===== config.mk =====
export PLATFORM = sky130hd
export DESIGN_NAME = rsch_settings_handler
export DESIGN_NICKNAME = d
export VERILOG_FILES = /design/src/hdl/rsch_settings_handler.v
export VERILOG_INCLUDE_DIRS = /design/src /design/src/hdl
export SDC_FILE = /design/constraint.sdc
export NUM_CORES = 1
export LEC_CHECK = 0
export BUFFER_PORTS_ARGS = -buffer_cell sky130_fd_sc_hd__buf_2
export CELL_PAD_IN_SITES_DETAIL_PLACEMENT = 1
export CELL_PAD_IN_SITES_GLOBAL_PLACEMENT = 1
export CORE_AREA = 8 8 172 133
export DETAILED_ROUTE_END_ITERATION = 8
export DIE_AREA = 0 0 180 141
export PLACE_DENSITY = 0.47
export SLEW_MARGIN = 30
export SYNTH_ARGS = -nofsm -noshare
export SYNTH_HDL_FRONTEND = slang
export SYNTH_SLANG_ARGS = --single-unit

===== constraint.sdc =====
create_clock -name clk_in -period 4.4 [get_ports clk_in]
set_input_delay 0.22 -clock clk_in [delete_from_list [all_inputs] [get_ports clk_in]]
set_output_delay 0.22 -clock clk_in [all_outputs]
set_load 0.01 [all_outputs]

===== src/hdl/rsch_map.vh =====
`ifndef RSCH_MAP_VH
`define RSCH_MAP_VH
// ----------------------------------------
// Frame bytes and command codes.
// ----------------------------------------
`define RSCH_START_BYTE      8'h02
`define RSCH_CMD_READ_REQ    8'h10
`define RSCH_CMD_WRITE_REQ   8'h11
`define RSCH_CONFIRM_BIT     8'h40
`define RSCH_STATUS_OK       8'h00
`define RSCH_STATUS_FAIL     8'h01
`define RSCH_LEN_HIGH        8'h00
`define RSCH_LEN_READ_REQ    8'h01
`define RSCH_LEN_WRITE_REQ   8'h02
`define RSCH_LEN_WRITE_CNF   8'h01
`define RSCH_LEN_READ_CNF    8'h02
// ----------------------------------------
// Settings indices and reset values.
// ----------------------------------------
`define RSCH_IDX_SCAN        8'h0D
`define RSCH_IDX_BEACON      8'h0E
`define RSCH_IDX_PERSEC      8'h2C
`define RSCH_RST_SCAN        8'h00
`define RSCH_RST_BEACON      8'h00
`define RSCH_RST_PERSEC      8'h0B
// ----------------------------------------
// Field positions and codes.
// ----------------------------------------
`define RSCH_SCAN_ACTIVE_BIT 0
`define RSCH_SEC_MODE_HI     2
`define RSCH_SEC_MODE_LO     0
`define RSCH_SEC_BOND_BIT    3
`define RSCH_SEC_MODE_NONE   3'h0
`define RSCH_SEC_MODE_JUST   3'h2
`define RSCH_SEC_MODE_PASS   3'h3
`define RSCH_BCN_MODE_HI     1
`define RSCH_BCN_MODE_LO     0
`define RSCH_BCN_MODE_ALL    2'h1
`define RSCH_BCN_MODE_FILT   2'h3
`define RSCH_BCN_RSSI_BIT    2
// ----------------------------------------
// Stored bits and confirm byte counts.
// ----------------------------------------
`define RSCH_SCAN_WR_MASK    8'h01
`define RSCH_TX_CNT_SHORT    3'h5
`define RSCH_TX_CNT_LONG     3'h6
`endif


===== src/hdl/rsch_settings_handler.v =====
// Functional notes
// - Peripheral-only security byte at index 44, read/write, resets to 11.
// - Peripheral-only security byte decodes like the general security byte.
// - Successful write answers 02, 51, 01 00, status 00, checksum.
// - Successful read answers 02, 50, 02 00, status 00, value, checksum.
// - Scan behaviour byte at index 13, read/write, resets to 0.
// - Scan bit 0 set gives active scanning while scan runs, else passive.
// - Active scanning sends a scan request to each heard advertiser.
// - Beacon reception in use forces active scanning regardless of bit 0.
// - Scan bits above bit 0 are reserved and have no function.
// - Scan byte reads back zero when active scanning is disabled.
// - Beacon byte at index 14, read/write, resets to 0, disabled.
// - Beacon byte enables reception; options combine by summed weights.
// - Security bits 2:0 mode 0, 2, 3; bit 3 bonding; rest reserved.
// - Beacon bits 1:0 code 1 all or 3 filtered; bit 2 strength report.
`timescale 1ns/1ps
`include "rsch_map.vh"
module rsch_settings_handler (
    input  wire       clk_in,
    input  wire       rst_n_in,
    input  wire [7:0] rx_data_in,
    input  wire       rx_valid_in,
    input  wire       tx_ready_in,
    input  wire       scan_running_in,
    input  wire       adv_heard_in,
    output reg  [7:0] tx_data_out,
    output reg        tx_valid_out,
    output reg        active_scan_out,
    output reg        scan_request_out,
    output reg  [2:0] sec_mode_out,
    output reg        sec_mode_valid_out,
    output reg        bonding_enable_out,
    output reg        beacon_enable_out,
    output reg        beacon_filter_out,
    output reg        signal_strength_enable_out
);

// ----------------------------------------
// Receive parser states.
// ----------------------------------------
localparam [2:0] RX_START = 3'h0;
localparam [2:0] RX_CMD   = 3'h1;
localparam [2:0] RX_LENL  = 3'h2;
localparam [2:0] RX_LENH  = 3'h3;
localparam [2:0] RX_IDX   = 3'h4;
localparam [2:0] RX_PARAM = 3'h5;
localparam [2:0] RX_CS    = 3'h6;
localparam [2:0] RX_WAIT  = 3'h7;

reg  [2:0] rx_state_r;
reg  [7:0] cmd_r;
reg  [7:0] len_r;
reg  [7:0] idx_r;
reg  [7:0] param_r;
reg  [7:0] rx_cs_r;
reg  [7:0] scan_flags_r;
reg  [7:0] beacon_flags_r;
reg  [7:0] persec_flags_r;
reg  [7:0] tx_buf_r [0:5];
reg  [2:0] tx_cnt_r;
reg  [2:0] tx_pos_r;
reg  [7:0] tx_cs_r;
reg  [7:0] rd_value;
reg        idx_known;
wire       cs_good;
wire       is_write;
wire       is_read;
wire       frame_end;
wire       len_ok;
wire       frame_ok;
reg        wr_scan_en;
reg        wr_beacon_en;
reg        wr_persec_en;
reg  [2:0] sec_mode_nxt;
reg        sec_valid_nxt;
reg        bond_nxt;
reg        bcn_enable_nxt;
reg        bcn_filter_nxt;
reg        rssi_enable_nxt;
reg        active_scan_nxt;
reg        scan_request_nxt;

// ----------------------------------------
// Setting lookup.
// ----------------------------------------
always @* begin
    rd_value  = 8'h00;
    idx_known = 1'b1;
    // An unknown index leaves idx_known low, so the confirm carries a failure status.
    case (idx_r)
        `RSCH_IDX_SCAN:   rd_value = scan_flags_r;
        `RSCH_IDX_BEACON: rd_value = beacon_flags_r;
        `RSCH_IDX_PERSEC: rd_value = persec_flags_r;
        default:          idx_known = 1'b0;
    endcase
end

assign is_write  = (cmd_r == `RSCH_CMD_WRITE_REQ);
assign is_read   = (cmd_r == `RSCH_CMD_READ_REQ);
assign cs_good   = (rx_cs_r == rx_data_in);
assign frame_end = rx_valid_in && (rx_state_r == RX_CS);
assign len_ok    = (is_write && len_r == `RSCH_LEN_WRITE_REQ) ||
                   (is_read && len_r == `RSCH_LEN_READ_REQ);
assign frame_ok  = frame_end && cs_good;

// ----------------------------------------
// Receive frame parser.
// ----------------------------------------
always @(posedge clk_in) begin
    if (!rst_n_in) begin
        rx_state_r     <= RX_START;
        cmd_r          <= 8'h00;
        len_r          <= 8'h00;
        idx_r          <= 8'h00;
        param_r        <= 8'h00;
        rx_cs_r        <= 8'h00;
    end else if (rx_state_r == RX_WAIT) begin
        // New bytes are ignored until the last confirm byte has been taken.
        if (tx_cnt_r == 3'h0 && !tx_valid_out) begin
            rx_state_r <= RX_START;
        end
    end else if (rx_valid_in) begin
        rx_cs_r <= rx_cs_r ^ rx_data_in;
        case (rx_state_r)
            RX_START: begin
                rx_cs_r <= rx_data_in;
                if (rx_data_in == `RSCH_START_BYTE) begin
                    rx_state_r <= RX_CMD;
                end
            end
            RX_CMD: begin
                cmd_r      <= rx_data_in;
                rx_state_r <= RX_LENL;
            end
            RX_LENL: begin
                len_r      <= rx_data_in;
                rx_state_r <= RX_LENH;
            end
            RX_LENH: begin
                rx_state_r <= (rx_data_in == `RSCH_LEN_HIGH && len_ok) ? RX_IDX : RX_START;
            end
            RX_IDX: begin
                idx_r      <= rx_data_in;
                rx_state_r <= is_write ? RX_PARAM : RX_CS;
            end
            RX_PARAM: begin
                param_r    <= rx_data_in;
                rx_state_r <= RX_CS;
            end
            RX_CS: begin
                rx_state_r <= cs_good ? RX_WAIT : RX_START;
            end
            default: rx_state_r <= RX_START;
        endcase
    end
end

// ----------------------------------------
// Settings write decode.
// ----------------------------------------
always @* begin
    wr_scan_en   = 1'b0;
    wr_beacon_en = 1'b0;
    wr_persec_en = 1'b0;
    if (frame_ok && is_write) begin
        case (idx_r)
            `RSCH_IDX_SCAN:   wr_scan_en   = 1'b1;
            `RSCH_IDX_BEACON: wr_beacon_en = 1'b1;
            `RSCH_IDX_PERSEC: wr_persec_en = 1'b1;
            default:          wr_scan_en   = 1'b0;
        endcase
    end
end

// ----------------------------------------
// Settings store.
// ----------------------------------------
always @(posedge clk_in) begin
    if (!rst_n_in) begin
        scan_flags_r   <= `RSCH_RST_SCAN;
        beacon_flags_r <= `RSCH_RST_BEACON;
        persec_flags_r <= `RSCH_RST_PERSEC;
    end else begin
        // Reserved scan bits are dropped so that a disabled scan reads back as zero.
        if (wr_scan_en) begin
            scan_flags_r <= param_r & `RSCH_SCAN_WR_MASK;
        end
        if (wr_beacon_en) begin
            beacon_flags_r <= param_r;
        end
        if (wr_persec_en) begin
            persec_flags_r <= param_r;
        end
    end
end

// ----------------------------------------
// Confirmation transmitter.
// ----------------------------------------
always @(posedge clk_in) begin
    if (!rst_n_in) begin
        tx_cnt_r     <= 3'h0;
        tx_pos_r     <= 3'h0;
        tx_cs_r      <= 8'h00;
        tx_data_out  <= 8'h00;
        tx_valid_out <= 1'b0;
        tx_buf_r[0]  <= 8'h00;
        tx_buf_r[1]  <= 8'h00;
        tx_buf_r[2]  <= 8'h00;
        tx_buf_r[3]  <= 8'h00;
        tx_buf_r[4]  <= 8'h00;
        tx_buf_r[5]  <= 8'h00;
    end else if (frame_ok) begin
        tx_buf_r[0] <= `RSCH_START_BYTE;
        tx_buf_r[1] <= cmd_r | `RSCH_CONFIRM_BIT;
        tx_buf_r[2] <= is_write ? `RSCH_LEN_WRITE_CNF : `RSCH_LEN_READ_CNF;
        tx_buf_r[3] <= `RSCH_LEN_HIGH;
        tx_buf_r[4] <= idx_known ? `RSCH_STATUS_OK : `RSCH_STATUS_FAIL;
        tx_buf_r[5] <= rd_value;
        tx_cnt_r    <= (is_write || !idx_known) ? `RSCH_TX_CNT_SHORT : `RSCH_TX_CNT_LONG;
        tx_pos_r    <= 3'h0;
        tx_cs_r     <= 8'h00;
    end else if (tx_valid_out) begin
        // Each byte stands until the host takes it.
        if (tx_ready_in) begin
            tx_valid_out <= 1'b0;
        end
    end else if (tx_cnt_r != 3'h0) begin
        tx_valid_out <= 1'b1;
        if (tx_pos_r == tx_cnt_r) begin
            // The checksum follows the last buffered byte.
            tx_data_out <= tx_cs_r;
            tx_cnt_r    <= 3'h0;
        end else begin
            tx_data_out <= tx_buf_r[tx_pos_r];
            tx_cs_r     <= tx_cs_r ^ tx_buf_r[tx_pos_r];
            tx_pos_r    <= tx_pos_r + 3'h1;
        end
    end
end

// ----------------------------------------
// Setting decode.
// ----------------------------------------
always @* begin
    sec_mode_nxt = persec_flags_r[`RSCH_SEC_MODE_HI:`RSCH_SEC_MODE_LO];
    bond_nxt     = persec_flags_r[`RSCH_SEC_BOND_BIT];
    case (sec_mode_nxt)
        `RSCH_SEC_MODE_NONE: sec_valid_nxt = 1'b1;
        `RSCH_SEC_MODE_JUST: sec_valid_nxt = 1'b1;
        `RSCH_SEC_MODE_PASS: sec_valid_nxt = 1'b1;
        default:             sec_valid_nxt = 1'b0;
    endcase
    case (beacon_flags_r[`RSCH_BCN_MODE_HI:`RSCH_BCN_MODE_LO])
        `RSCH_BCN_MODE_ALL: begin
            bcn_enable_nxt = 1'b1;
            bcn_filter_nxt = 1'b0;
        end
        `RSCH_BCN_MODE_FILT: begin
            bcn_enable_nxt = 1'b1;
            bcn_filter_nxt = 1'b1;
        end
        default: begin
            bcn_enable_nxt = 1'b0;
            bcn_filter_nxt = 1'b0;
        end
    endcase
    rssi_enable_nxt  = beacon_flags_r[`RSCH_BCN_RSSI_BIT];
    // Only bit 0 of the scan byte has a function.
    active_scan_nxt  = scan_running_in &&
                       (scan_flags_r[`RSCH_SCAN_ACTIVE_BIT] || beacon_enable_out);
    scan_request_nxt = active_scan_out && adv_heard_in;
end

// ----------------------------------------
// Decoded setting outputs.
// ----------------------------------------
always @(posedge clk_in) begin
    if (!rst_n_in) begin
        active_scan_out            <= 1'b0;
        scan_request_out           <= 1'b0;
        sec_mode_out               <= 3'h0;
        sec_mode_valid_out         <= 1'b0;
        bonding_enable_out         <= 1'b0;
        beacon_enable_out          <= 1'b0;
        beacon_filter_out          <= 1'b0;
        signal_strength_enable_out <= 1'b0;
    end else begin
        active_scan_out            <= active_scan_nxt;
        scan_request_out           <= scan_request_nxt;
        sec_mode_out               <= sec_mode_nxt;
        sec_mode_valid_out         <= sec_valid_nxt;
        bonding_enable_out         <= bond_nxt;
        beacon_enable_out          <= bcn_enable_nxt;
        beacon_filter_out          <= bcn_filter_nxt;
        signal_strength_enable_out <= rssi_enable_nxt;
    end
end

endmodule // rsch_settings_handler


==> flow_summary.toml <==
[die]
die_w_microns = 180
io_pins = 33
core_area_sq_um = 20000
initial_utilization_pct = 24.8
rows = 45
die_h_microns = 141
die_area_sq_um = 25400

[power_and_ir_drop]
p_seq_share_pct = 43.5
swShare_pct = 23.8
power_density_nw_per_um2 = 421
p_int_mw = 1.90
power_switching_uw = 592
p_leak_nw = 2.22
ir_drop_v = 0.000166
p_comb_share_pct = 3.0
p_clk_share_pct = 53.5

[worst_setup_path]
crit_fanout = 21
arrival_ns = 3.66
crit_path_max_incr_delay_ns = 0.80
worst_path_max_delay_cell = "nand2_1"
worstPathCellList = "nand3b_1 -> or4_4 -> or4_1 -> nand2_1 -> buf_4 -> nor2_1"
endpoint_kind = "register"
cp.required_ns = 4.69
crit_buf_inv = 1
path_delay_family = "simple AND/OR/NAND/NOR gates"
worstSetupPathType = "reg -> reg"
startpoint_type = "register"

[synthesis]
avgSynthCellArea_sq_um = 8.95
synth_area_leader_cell = "dfxtp_1"
syn_area_sq_um = 4950
yosys_warnings = 0
ys_types = 54
async_flop_share_pct = 0
synth-seq-cells = 115
synth_edf_count = 18
yosysTopAreaCellShare_pct = 39.3
synth.area.top_cells = "dfxtp_1 (39%), edfxtp_1 (11%), nand2_1 (6.7%)"
yosysSeqAreaShare_pct = 50.2
synth_fp_nets = 568
synthCells = 553
yosys_most_used_dff = "dfxtp_1"

[timing]
drv_slew = 0
skew_ns = 0.00732
finalSetupTns_ns = 0
rsz0062_at_grt = "no"
hold_violations = 0
min_period_ns = 3.36
setup_violations = 0
fmax_mhz = 297
holdWs_ns = 0.0435
tightest_slew_ns = 0.880
relSlewSlack_pct = 41.1
finalCritPeriodShare_pct = 76.4

[place]
hpwl_microns = 10500
io_buffers = 32
gp_congestion = 0.801

[final_layout]
syn2layout_area_growth_pct = 19.4
diodes = 0
drive_gt1_share_pct = 14.5
nets = 590

[grt]
grt_pass1_wl_microns = 23600
grt_pass1_vias = 4099
gr-max-usage-layer = "met2"
antenna_found_initial = 0
grt_max_degree = 67
grt_use_total_pct = 11.9
gr-usage-met3_pct = 3.21
grtUsageMet1_pct = 15.9
met2_usage_pct = 18.1
grt_overflow = 0

[job]
cap_violations = 0

[drt]
drc = 0
routed_via_density = 4.72
drtIter0Drc = 246
wirelength_microns = 14700
vias = 3994
wl_per_cell_microns = 17.4
dr.pass1.iters = 4
final_antenna_net_count = 0

[clocking]
cts_max_level = 4
path_clk_slew_ns = 0.06
clock_latency_ns = 0.42
cts_buffer_depth = 2
cts_root_buffer = "clkbuf_16"
cts_sinks = 115
postCtsSetupRepairBufs = 0
cts_hold_buffers = 0
ctsResizeCount = 0
cts_buffers = 17
cts_tree = "done"

[outcome]
outcome = "finished, final reports clean"

[hold_path]
hold_class = "in -> reg"
[routing by layer]
| layer | up-vias | routed length (microns) |
|---|---|---|
| met5 | - | 0 |
| li1 | 1965 | - |
| met1 | 1954 | 7590 |
| met3 | 8 | 467 |
| met4 | 0 | 121 |
| met2 | 67 | 6550 |
[power groups by stage]
stage,sequential (mW),combinational (mW),clock [mW]
final,1.08,0.0747,1.33
after global routing,1.08,0.0839,1.42
after CTS,1.08,0.0770,1.37
after detailed placement,1.11,0.0765,0
after global placement,1.11,0.0751,0
after floorplan,1.10,0.0510,0
[cell families after synthesis]
| kind of cell | Yosys count | synth area share (%) |
|---|---|---|
| and+or+nand+nor | 241 | 23.4 |
| DFF | 115 | 50.2 |
| AOI/OAI and AO/OA | 94 | 11.4 |
| buffers and inverters | 45 | 3.89 |
| xor gates and xnor gates | 30 | 5.31 |
| muxes | 27 | 5.54 |
| adders and majority gates | 1 | 0.253 |
[worst reg2reg max path: stages (launching register included)]
cell	delay [ns]
dfxtp_1	0.62
nand3b_1	0.18
or4_4	0.47
or4_1	0.79
nand2_1	0.81
buf_4	0.29
nor2_1	0.08
[stage by stage]
step | instances | utilization [%] | instance area, sq um | power (mW) | setup slack (ns)
6_report | 846 | 29.6 | 5910 | 2.49 | 1.04
3_3_place_gp | 814 | 26.7 | 5330 | 1.18 | 1.16
4_1_cts | 846 | 29.5 | 5900 | 2.53 | 0.970
5_1_grt | 846 | 29.6 | 5910 | 2.59 | 0.838
3_5_place_dp | 814 | 26.7 | 5330 | 1.18 | 1.05
2_1_floorplan | 553 | - | 4950 | 1.16 | 2.09
[state kept, by name (all words and copies together) (netlist names), 8 cells and up, named ones only]
signal,cells
beacon_flags_r,8
cmd_r,8
idx_r,8
len_r,8
param_r,8
persec_flags_r,8
rx_cs_r,8
tx_buf_r,19
tx_cs_r,8
tx_data_out,8
[layout by cell type, fill, tap and decap left out, types with 11 or more instances in the layout]
cell type  Yosys  layout
mux2i_1       24      24
buf_2          3      32
xor2_1        11      11
edfxtp_1      18      18
clkbuf_16      0      17
dfxtp_1       97      97
o21ai_0       18      18
a21oi_1       44      44
nor2_1        62      62
and3_1        16      16
nand3_1       11      11
nand2_1       88      88
xnor2_1       19      19
[path summary, 6_finish.rpt]
| kind | endpoint | slack (ns) | from | depth (start not counted) |
|---|---|---|---|---|
| setup reg to reg | tx_pos_r[2] | 1.04 | rx_state_r[2] | 6 |
| setup / recovery | tx_pos_r[2] | 1.04 | rx_state_r[2] | 6 |
| hold / removal | scan_request_out | 0.04 | adv_heard_in | 2 |
| hold reg to reg | idx_r[7] | 0.45 | idx_r[7] | 2 |
[Yosys cell counts (3+ instances only)]
library cell	count
a21oi_1	44
a22o_1	5
a22oi_1	8
a31oi_1	4
and2_1	6
and3_1	16
buf_2	3
clkbuf_1	27
dfxtp_1	97
edfxtp_1	18
inv_1	10
mux2_2	3
mux2i_1	24
nand2_1	88
nand2b_1	5
nand3_1	11
nand4_1	8
nor2_1	62
nor2b_1	3
nor3_1	12
nor4_1	8
nor4bb_1	3
o211ai_1	3
o21ai_0	18
or3b_2	3
xnor2_1	19
xor2_1	11
[cell type report]
| type | count | area (sq um) |
|---|---|---|
| Clock buffer | 19 | 443 |
| Clock inverter | 13 | 128 |
| Fill cell | 2314 | 14100 |
| Inverter | 10 | 37.5 |
| Multi-Input combinational cell | 393 | 2290 |
| Sequential cell | 115 | 2480 |
| Tap cell | 258 | 323 |
| Timing Repair Buffer | 38 | 205 |
Power figures use the tool's default switching activity.
